<file path="config.mk">
export PLATFORM = sky130hd
export DESIGN_NAME = rpf_top
export DESIGN_NICKNAME = d
export VERILOG_FILES = /design/src/shared/rpf_pkg.sv /design/src/hw/rpf_sync.sv /design/src/hw/rpf_top.sv
export VERILOG_INCLUDE_DIRS = /design/src /design/src/shared
export SDC_FILE = /design/constraint.sdc
export NUM_CORES = 1
export LEC_CHECK = 0
export ABC_AREA = 1
export BUFFER_PORTS_ARGS = -buffer_cell sky130_fd_sc_hd__buf_2
export CAP_MARGIN = 20
export CORE_ASPECT_RATIO = 1.1
export CORE_MARGIN = 2
export CORE_UTILIZATION = 38
export DETAILED_ROUTE_END_ITERATION = 16
export PLACE_DENSITY_LB_ADDON = 0.15
export SLEW_MARGIN = 40
export SYNTH_ARGS = -nofsm -noshare
export SYNTH_HDL_FRONTEND = slang
export SYNTH_SLANG_ARGS = --single-unit
</file>
<file path="constraint.sdc">
create_clock -name clk -period 1.3 [get_ports clk]
set_input_delay 0.26 -clock clk [delete_from_list [all_inputs] [get_ports clk]]
set_output_delay 0.26 -clock clk [all_outputs]
set_load 0.02 [all_outputs]
</file>
<file path="src/shared/rpf_defs.svh">
// Purpose: constants for the regulator power-good / fault interrupt block
// Assumes: 200 MHz system clock
// Notes: factory settings are captured from straps after reset release
`ifndef RPF_DEFS_SVH
`define RPF_DEFS_SVH
`define RPF_NUM_REG        6
`define RPF_WARN_RUN       16
`define RPF_WARN_CNT_W     5
`define RPF_PHASE_FREQ_LO  1'b0
`define RPF_OV_THRESH_LO   1'b0
`define RPF_UNMASK_RESET   6'h3f
`endif

</file>
<file path="src/shared/rpf_pkg.sv">
// Purpose: types for the regulator power-good / fault interrupt block
// Assumes: nothing beyond the defs header
// Notes: index 0..3 are the four bucks, 4 the small buck, 5 the buck-boost
`include "rpf_defs.svh"
package rpf_pkg;
  typedef logic [`RPF_NUM_REG-1:0] rpf_vec_t;
  typedef enum logic [1:0] {RPF_BB_FREQ_LOW, RPF_BB_FREQ_HIGH} rpf_bb_freq_t;
endpackage : rpf_pkg

</file>
<file path="src/hw/rpf_sync.sv">
// Purpose: two-flop synchroniser for one comparator level
// Assumes: input asynchronous to clk
// Notes: first stage is read only by the second
`timescale 1ns/1ps
`default_nettype none
module rpf_sync
(
  input  wire logic clk,
  input  wire logic reset,
  input  wire logic async_in,
  output logic      sync_out
);
  logic meta_q;
  logic meta_d;
  logic sync_q;
  logic sync_d;

  always_comb
  begin
    meta_d = async_in;
    sync_d = meta_q;
  end

  always_ff @(posedge clk or posedge reset)
  begin
    if (reset)
    begin
      // reset to the in-regulation level, else a false fault follows reset
      meta_q <= 1'b1;
      sync_q <= 1'b1;
    end
    else
    begin
      meta_q <= meta_d;
      sync_q <= sync_d;
    end
  end

  assign sync_out = sync_q;
endmodule : rpf_sync
`default_nettype wire

</file>
<file path="src/hw/rpf_top.sv">
// Purpose: power-good latch, fault masking, warning count and interrupt pin
// Assumes: read strobes and warning ticks are synchronous one-cycle pulses
// Notes: pairing, remote sense, frequency and OV threshold come from straps
// Behaviour
// - power-good status drops to 0 when output falls below threshold
// - each regulator has an unmask bit; 0 masks, 1 enables the fault
// - unmasked fault drives the active-low interrupt pin low
// - interrupt holds until regulator off, or recovered and bit read
// - status stays latched at 0 until regulator off, or a host read completes after recovery
// - live power-good is routed to power_good_live only; status carries the latched value
// - paired converters switch out of phase
// - pair settings come from converter one and converter three
// - pairing is factory fixed, not changeable by register writes
// - remote-sense select is factory fixed; 1 turns inputs two, four to sense
// - buck-boost frequency is factory fixed to one of two options
// - buck-boost overvoltage threshold is factory fixed to one of two
// - sixteen consecutive 75% cycles set warning flag and unmasked irq
`timescale 1ns/1ps
`default_nettype none
module rpf_top
  import rpf_pkg::*;
(
  input  wire logic         clk,
  input  wire logic         reset,
  input  wire logic [5:0]   pgood_comp_in,
  input  wire logic [5:0]   regulator_on,
  input  wire logic [5:0]   fault_unmask_bit,
  input  wire logic [5:0]   status_read,
  input  wire logic         sw_cycle_tick,
  input  wire logic         peak_over_warn,
  input  wire logic         current_warning_mask,
  input  wire logic         warning_read,
  input  wire logic         strap_dual_12,
  input  wire logic         strap_dual_34,
  input  wire logic         strap_remote_sense,
  input  wire logic         strap_bb_freq,
  input  wire logic         strap_bb_ov,
  input  wire logic [7:0]   vset_reg [0:3],
  output logic [5:0]        power_good_status,
  output logic [5:0]        power_good_live,
  output logic              interrupt_out_low,
  output logic              current_warning_flag,
  output logic              dual_12,
  output logic              dual_34,
  output logic              remote_sense_select,
  output logic              feedback_two_is_gnd,
  output logic              feedback_four_is_gnd,
  output logic              bb_freq_high,
  output logic              bb_ov_high,
  output logic [3:0]        phase_invert,
  output logic [7:0]        vset_eff [0:3]
);
  rpf_vec_t pg_sync;
  rpf_vec_t stat_q, stat_d;
  rpf_vec_t flt_q, flt_d;
  logic [`RPF_WARN_CNT_W-1:0] wcnt_q, wcnt_d;
  logic warn_q, warn_d;
  logic irq_q, irq_d;
  logic [4:0] strap_q, strap_d;
  logic strap_done_q, strap_done_d;

  genvar gi;
  generate
    for (gi = 0; gi < `RPF_NUM_REG; gi++)
    begin : g_sync
      rpf_sync u_sync
      (
        .clk      (clk),
        .reset    (reset),
        .async_in (pgood_comp_in[gi]),
        .sync_out (pg_sync[gi])
      );
    end
  endgenerate

  // off regulator reads good and clears its fault
  always_comb
  begin
    for (int i = 0; i < `RPF_NUM_REG; i++)
    begin
      stat_d[i] = stat_q[i];
      flt_d[i]  = flt_q[i];
      if (!regulator_on[i])
      begin
        stat_d[i] = 1'b1;
        flt_d[i]  = 1'b0;
      end
      else if (!pg_sync[i])
      begin
        stat_d[i] = 1'b0;
        flt_d[i]  = 1'b1;   // set wins over a read
      end
      else if (status_read[i])
      begin
        stat_d[i] = 1'b1;
        flt_d[i]  = 1'b0;
      end
    end
  end

  // warning run counter; a cycle below 75% restarts the run
  always_comb
  begin
    wcnt_d = wcnt_q;
    warn_d = warn_q;
    if (sw_cycle_tick)
    begin
      if (!peak_over_warn)
        wcnt_d = '0;
      else if (wcnt_q != `RPF_WARN_CNT_W'(`RPF_WARN_RUN))
        wcnt_d = wcnt_q + `RPF_WARN_CNT_W'(1);
    end
    if (wcnt_d == `RPF_WARN_CNT_W'(`RPF_WARN_RUN) && wcnt_q != wcnt_d)
      warn_d = 1'b1;
    else if (warning_read)
      warn_d = 1'b0;
  end

  always_comb
  begin
    irq_d = |(flt_q & fault_unmask_bit) |
            (warn_q & ~current_warning_mask);
  end

  // straps caught once after reset release
  always_comb
  begin
    strap_d      = strap_q;
    strap_done_d = 1'b1;
    if (!strap_done_q)
      strap_d = {strap_bb_ov, strap_bb_freq, strap_remote_sense,
                 strap_dual_34, strap_dual_12};
  end

  always_ff @(posedge clk or posedge reset)
  begin
    if (reset)
    begin
      stat_q       <= '1;
      flt_q        <= '0;
      wcnt_q       <= '0;
      warn_q       <= 1'b0;
      irq_q        <= 1'b0;
      strap_q      <= '0;
      strap_done_q <= 1'b0;
    end
    else
    begin
      stat_q       <= stat_d;
      flt_q        <= flt_d;
      wcnt_q       <= wcnt_d;
      warn_q       <= warn_d;
      irq_q        <= irq_d;
      strap_q      <= strap_d;
      strap_done_q <= strap_done_d;
    end
  end

  assign power_good_status    = stat_q;
  assign power_good_live      = pg_sync;
  assign interrupt_out_low    = ~irq_q;
  assign current_warning_flag = warn_q;
  assign dual_12              = strap_q[0];
  assign dual_34              = strap_q[1];
  assign remote_sense_select  = strap_q[2];
  assign feedback_two_is_gnd  = strap_q[2];
  assign feedback_four_is_gnd = strap_q[2];
  assign bb_freq_high         = strap_q[3];
  assign bb_ov_high           = strap_q[4];
  // second phase of a pair runs half a period late
  assign phase_invert = {strap_q[1], 1'b0, strap_q[0], 1'b0};

  always_comb
  begin
    vset_eff[0] = vset_reg[0];
    vset_eff[1] = strap_q[0] ? vset_reg[0] : vset_reg[1];
    vset_eff[2] = vset_reg[2];
    vset_eff[3] = strap_q[1] ? vset_reg[2] : vset_reg[3];
  end
endmodule : rpf_top
`default_nettype wire

</file>
==> flow_summary.yaml, run 1 <==
clock_network:
  clkLatencyLatePin_ps: 280
  cts_tree: "done"
  numCtsBuffers: 5
  clk_pin_slew_worst_paths_ps: 70
  hold_buffers: 0
  cts.sinks: 37
  htreeDepth: 2
  cts-root-buf: "clkbuf_8"
  clk_path_buf_depth: 2
floorplanning:
  pin_count: 124
  dieWidth_um: 71.3
  dieArea_um2: 5560
  die_h_um: 78.0
  rows: 26
  core_um2: 4720
  start_util_pct: 40.1
synthesis:
  synth_most_common_cell: "nand2_1"
  ys_top_cells_by_area: "dfrtp_1 (25%), dfstp_2 (25%), mux2_2 (13%), buf_4 (11%), nand2_1 (5.8%)"
  syn_avg_cell_area_um2: 9.70
  ys_seq_area_share_pct: 50.2
  synth-seq-cells: 37
  synth_edf_count: 0
  synthFlopType: "dfrtp_1"
  synthArstFlopShare_pct: 100
  ys_types: 25
  synthCells: 195
  synth_largest_area_cell: "dfrtp_1"
  synth.top_cell.area_share_pct: 25.1
  synthTopCellsByCount: "nand2_1 (29), buf_4 (28), inv_1 (26), mux2_2 (21), dfrtp_1 (19)"
  netlist_area_um2: 1890
  yosysWarnings: 0
global_routing:
  overflow: 0
  grt_max_degree: 38
  grt_util_all_layers_pct: 15.9
  antenna_found_initial: 0
  grt_pass1_wl_um: 7000
  grt_pass1_vias: 1528
job:
  cap_violations: 0
sta:
  fin_setup_tns_ps: -3460
  hold_viol: 0
  min_period_ps: 1530
  whs_ps: 12.6
  finalClockSkew_ps: 3.92
  rsz0062_at_grt: "true"
  setup-violations-final: 21
  period_share_pct: 117
  slew_viol_final: 0
  fmax_ghz: 0.656
  worst_slack_ps: -225
detailed_routing:
  drcViolationCount: 0
  ant_nets: 0
  wl_per_cell_um: 12.2
  via_count: 1617
  via_per_inst: 4.44
  totalWireLength_um: 4430
  drt_iter0_markers: 22
  firstDrtPassIters: 4
setup_path:
  end_kind: "output pin"
  reg2reg_slack_ps: -20
  r2r_end: "current_warning_flag"
  crit_fanout: 5
  timing.rr.start: "wcnt_q[0]"
  worstSetupPathType: "flip-flop to output pin"
  startpoint_type: "flip-flop"
  critPathArrivalTime_ps: 1270
  worst_ep_required_time_ps: 1040
  r2r_cells: 12
cells_and_area:
  fin_util_pct: 59.1
  areaGrowthSynthToFinish_pct: 47.5
  antenna_cells: 0
  drive_above_1_share_pct: 65.6
  nNetsFinal: 376
  finalNonFillerCells: 364
  n_fill_cell: 414
placement:
  dp_hpwl_um: 3350
  port_buffers: 121
  routabilityCongestion: 0.796
  dp_cells: 350
worst_hold_path:
  hold_path.class: "primary input to asynchronous set/reset pin"
status:
  outcome: "finished with violations"
  violations: "negative setup slack"
pwr:
  ir_worst_vdd_mv: 0.891
  powerDensity_nw_per_um2: 1160
  power.leakage_nw: 1.49
-- layer usage --
layer	share of wire (%)	track usage (%)	up-vias
met2	53	30.4	76
met3	7.7	5.06	6
li1	-	-	806
met5	0	0	-
met4	1.1	3.77	0
met1	39	16.4	729
-- logic make-up after synthesis --
kind of cell	Yosys count	share of synthesized area (%)
buffers and inverters	59	17.4
AOI/OAI and AO/OA	15	4.83
muxes	21	12.5
and+or+nand+nor	59	13.4
DFF	37	50.2
adders and majority gates	2	1.32
other	2	0.397
-- critical path, stage by stage, from the launching register on --
cell	delay, ps
dfrtp_2	410
buf_6	140
mux2_4	300
buf_6	130
-- flip-flops by register name (all words and copies together), names as in the netlist --
name                    flops
flt_q                       6
g_sync.u_sync.meta_q        6
power_good_status           6
g_sync.u_sync.sync_out      6
current_warning_flag        1
strap_q                     5
strap_done_q                1
irq_q                       1
wcnt_q                      5
-- stage by stage --
step / area (µm²) / setup WS (ps) / total power, mW
after floorplan: 1900 / 3.91 / 1.82
after global routing: 2790 / -273 / 3.40
final: 2790 / -225 / 3.22
after CTS: 2730 / -222 / 3.22
after global placement: 2410 / -23.6 / 2.05
after detailed placement: 2410 / -42.4 / 2.06
-- power by group --
group          total (mW)  internal [mW]  switching [mW]
clock                1.01          0.625           0.383
combinational       0.893          0.448           0.445
sequential           1.32           1.26          0.0620
-- how the worst max path moves through the flow --
stage	start	end	slack [ps]
after floorplan	strap_q[1]	vset_eff[0]	4
after global placement	strap_q[1]	vset_eff[7]	-20
after detailed placement	strap_q[1]	vset_eff[1]	-40
after CTS	strap_q[1]	vset_eff[3]	-220
after global routing	strap_q[1]	vset_eff[4]	-270
final	strap_q[0]	vset_eff[22]	-230
-- cell type report --
class	instances	area [µm²]	share of cell area [%]
Inverter	29	109	3.90
Clock inverter	1	30.0	1.08
Timing Repair Buffer	134	873	31.3
Multi-Input combinational cell	100	668	24.0
Tap cell	56	70.1	2.51
Clock buffer	7	86.3	3.10
Sequential cell	37	951	34.1
-- what timing repair did --
action / 4_1_cts / 5_1_grt
buffers inserted: 6 / 1
resized for setup: 54 / 18
pin swaps: 2 / 4
endpoints found under the hold margin: 0 / 0
setup endpoints to repair: 21 / 24
-- cells in the final DEF, fill, tap and decap left out, types with 2 or more instances in the layout --
cell,instances
clkbuf_8,6
dfstp_2,18
nand3_2,2
o21ai_0,5
a21oi_1,5
buf_2,100
mux2_4,3
nand3_1,4
nand2_2,5
dfrtp_1,17
nand4_1,3
inv_2,5
inv_1,23
buf_6,28
nand2_1,25
buf_4,5
dfrtp_2,2
nor2_2,2
conb_1,3
nor2_1,13
nor3_1,3
mux2_2,18
Power figures use the tool's default switching activity.
==> run 2, diff against run 1 <==
--- a/config.mk
+++ b/config.mk
@@ -6,12 +6,11 @@
 export SDC_FILE = /design/constraint.sdc
 export NUM_CORES = 1
 export LEC_CHECK = 0
-export ABC_AREA = 1
 export BUFFER_PORTS_ARGS = -buffer_cell sky130_fd_sc_hd__buf_2
 export CAP_MARGIN = 20
 export CORE_ASPECT_RATIO = 1.1
 export CORE_MARGIN = 2
-export CORE_UTILIZATION = 38
+export CORE_UTILIZATION = 37
 export DETAILED_ROUTE_END_ITERATION = 16
 export PLACE_DENSITY_LB_ADDON = 0.15
 export SLEW_MARGIN = 40
==> flow_summary.yaml, run 2 <==
synthesis:
  netlist_area_um2: 1780
  synth.area.mux_share_pct: 13.3
  syn_avg_cell_area_um2: 11.8
  synthSimpleGateAreaFrac_pct: 8.08
  ys_types: 26
  synthXorXnorAreaFrac_pct: 0
  synthFlopType: "dfrtp_1"
  synthCells: 151
  synth_fa_ha_area_share_pct: 1.41
  synth-compound-area-share_pct: 9.63
  yosysWarnings: 0
  synth_largest_area_cell: "dfrtp_1"
  ys_top_cells_by_area: "dfrtp_1 (27%), dfstp_2 (27%), mux2_2 (13%), buf_4 (12%), nand2b_1 (2.8%)"
  synth.top_cell.area_share_pct: 26.7
  synth-seq-cells: 37
  synth_edf_count: 0
  synth_top_family_by_area: "buffers and inverters"
  synth_most_common_cell: "buf_4"
  synthTopCellsByCount: "buf_4 (28), mux2_2 (21), dfrtp_1 (19), dfstp_2 (18)"
  synthArstFlopShare_pct: 100
  ys_seq_area_share_pct: 53.3
clock_network:
  cts.sinks: 37
  clkLatencyLatePin_ps: 280
  clk_pin_slew_worst_paths_ps: 80
  cts-root-buf: "clkbuf_8"
  cts_tree: "done"
  clk_path_buf_depth: 2
  numCtsBuffers: 5
  htreeDepth: 2
global_routing:
  grt_pass1_wl_um: 6410
  antenna_found_initial: 0
  grt_max_degree: 38
  grt_pass1_vias: 1480
  grt_util_all_layers_pct: 15.0
  overflow: 0
floorplanning:
  die_h_um: 76.8
  pin_count: 124
  core_um2: 4650
  dieArea_um2: 5380
  start_util_pct: 38.3
  dieWidth_um: 70.1
  rows: 26
pwr:
  ir_worst_vdd_mv: 0.778
  seqPwrFrac_pct: 39.1
  power.leakage_nw: 1.41
  netSwitchingFraction_pct: 29.7
  p_int_mw: 2.48
  p_sw_mw: 1.05
  p_clk_share_pct: 26.7
  powerDensity_nw_per_um2: 1290
  comb_power_share_pct: 34.3
  power_mw: 3.53
sta:
  fmax_ghz: 0.583
  whs_ps: 10.5
  period_share_pct: 132
  slew_viol_final: 0
  setup-violations-final: 21
  worst_slack_ps: -414
  finalClockSkew_ps: 6.70
  rsz0062_at_grt: "true"
  hold_viol: 0
  min_period_ps: 1710
setup_path:
  worst_ep_required_time_ps: 1480
  r2r_end: "current_warning_flag"
  r2r_cells: 7
  end_kind: "flip-flop"
  critPathArrivalTime_ps: 1890
  startpoint_type: "flip-flop"
  reg2reg_slack_ps: -410
  worstSetupPathType: "flip-flop to flip-flop"
  crit_fanout: 3
  timing.rr.start: "wcnt_q[0]"
placement:
  port_buffers: 121
  routabilityCongestion: 0.858
  dp_hpwl_um: 2880
cells_and_area:
  layout_common_cells: "buf_2 (102), buf_6 (26), dfstp_2 (18), dfrtp_1 (17), buf_4 (15)"
  antenna_cells: 0
  n_fill_cell: 362
  drive_above_1_share_pct: 73.4
  mostFrequentLayoutCell: "buf_2"
  nNetsFinal: 342
  areaGrowthSynthToFinish_pct: 54.3
  fin_util_pct: 59.1
  multi_input_area_um2: 647
  seqCellArea_um2: 951
detailed_routing:
  totalWireLength_um: 4190
  drcViolationCount: 0
  wl_per_cell_um: 12.7
  drt_iter0_markers: 46
  firstDrtPassIters: 4
  via_count: 1517
  via_per_inst: 4.60
  ant_nets: 0
worst_hold_path:
  hold_path.class: "primary input to asynchronous set/reset pin"
status:
  outcome: "finished with violations"
  violations: "negative setup slack"
job:
  cap_violations: 0
## run 2: worst max path at each step
stage	cells after the start	slack (ps)	start	end
detailed placement	7	-360	wcnt_q[1]	current_warning_flag
CTS	7	-380	wcnt_q[1]	current_warning_flag
floorplan	7	-260	wcnt_q[0]	current_warning_flag
finish	7	-410	wcnt_q[0]	current_warning_flag
global placement	7	-300	wcnt_q[1]	current_warning_flag
global route	7	-500	wcnt_q[0]	current_warning_flag
## run 2: through the flow
stage / setup TNS (ps) / instances / worst slack, ps / area, µm²
floorplan: -259 / 152 / -259 / 1790
global placement: -441 / 309 / -297 / 2330
detailed placement: -522 / 309 / -364 / 2330
CTS: -4060 / 329 / -385 / 2670
global route: -5020 / 330 / -504 / 2750
finish: -4080 / 330 / -414 / 2750
## run 2: what timing repair did
action,in CTS,in global routing
resized for setup,46,20
setup buffers,12,3
hold buffers,0,0
endpoints found under the setup margin,18,24
pin swaps,0,2
## run 2: metal layers
layer | vias up | track usage (%) | part of all wire (%)
li1 | 734 | - | -
met1 | 695 | 15.7 | 36
met2 | 82 | 27.4 | 54
met3 | 6 | 4.73 | 8.2
met4 | 0 | 6.15 | 1.2
met5 | - | 0 | 0
## run 2: area by class of cell
cell class | instances | share of cell area (%)
Clock buffer | 7 | 3.92
Clock inverter | 1 | 0.228
Inverter | 8 | 1.09
Multi-Input combinational cell | 77 | 23.5
Sequential cell | 37 | 34.6
Tap cell | 56 | 2.55
Timing Repair Buffer | 144 | 34.1
## run 2: worst max-delay path: stages (launching register included)
cell      delay (ps)
dfrtp_1          400
inv_1             70
ha_2             150
and4bb_1         250
nor2_2            60
a31o_1           200
a211o_1          280
o41ai_2          220
## run 2: kinds of logic (layout without fill, tap and decap cells)
kind of cell,count (synthesis),in the layout
flip-flops,37,37
other,2,3
multiplexers,21,21
AND/OR/NAND/NOR,27,27
adder cells (fa/ha/maj),2,2
AO/OA/AOI/OAI,24,24
buffers and inverters,38,160
## run 2: power by group through the flow
stage	Clock [mW]	Combinational [mW]	Sequential, mW
3_5_place_dp	0	0.880	1.42
5_1_grt	1.03	1.30	1.40
6_report	0.942	1.21	1.38
4_1_cts	0.989	1.11	1.37
3_3_place_gp	0	0.874	1.41
2_1_floorplan	0	0.534	1.44
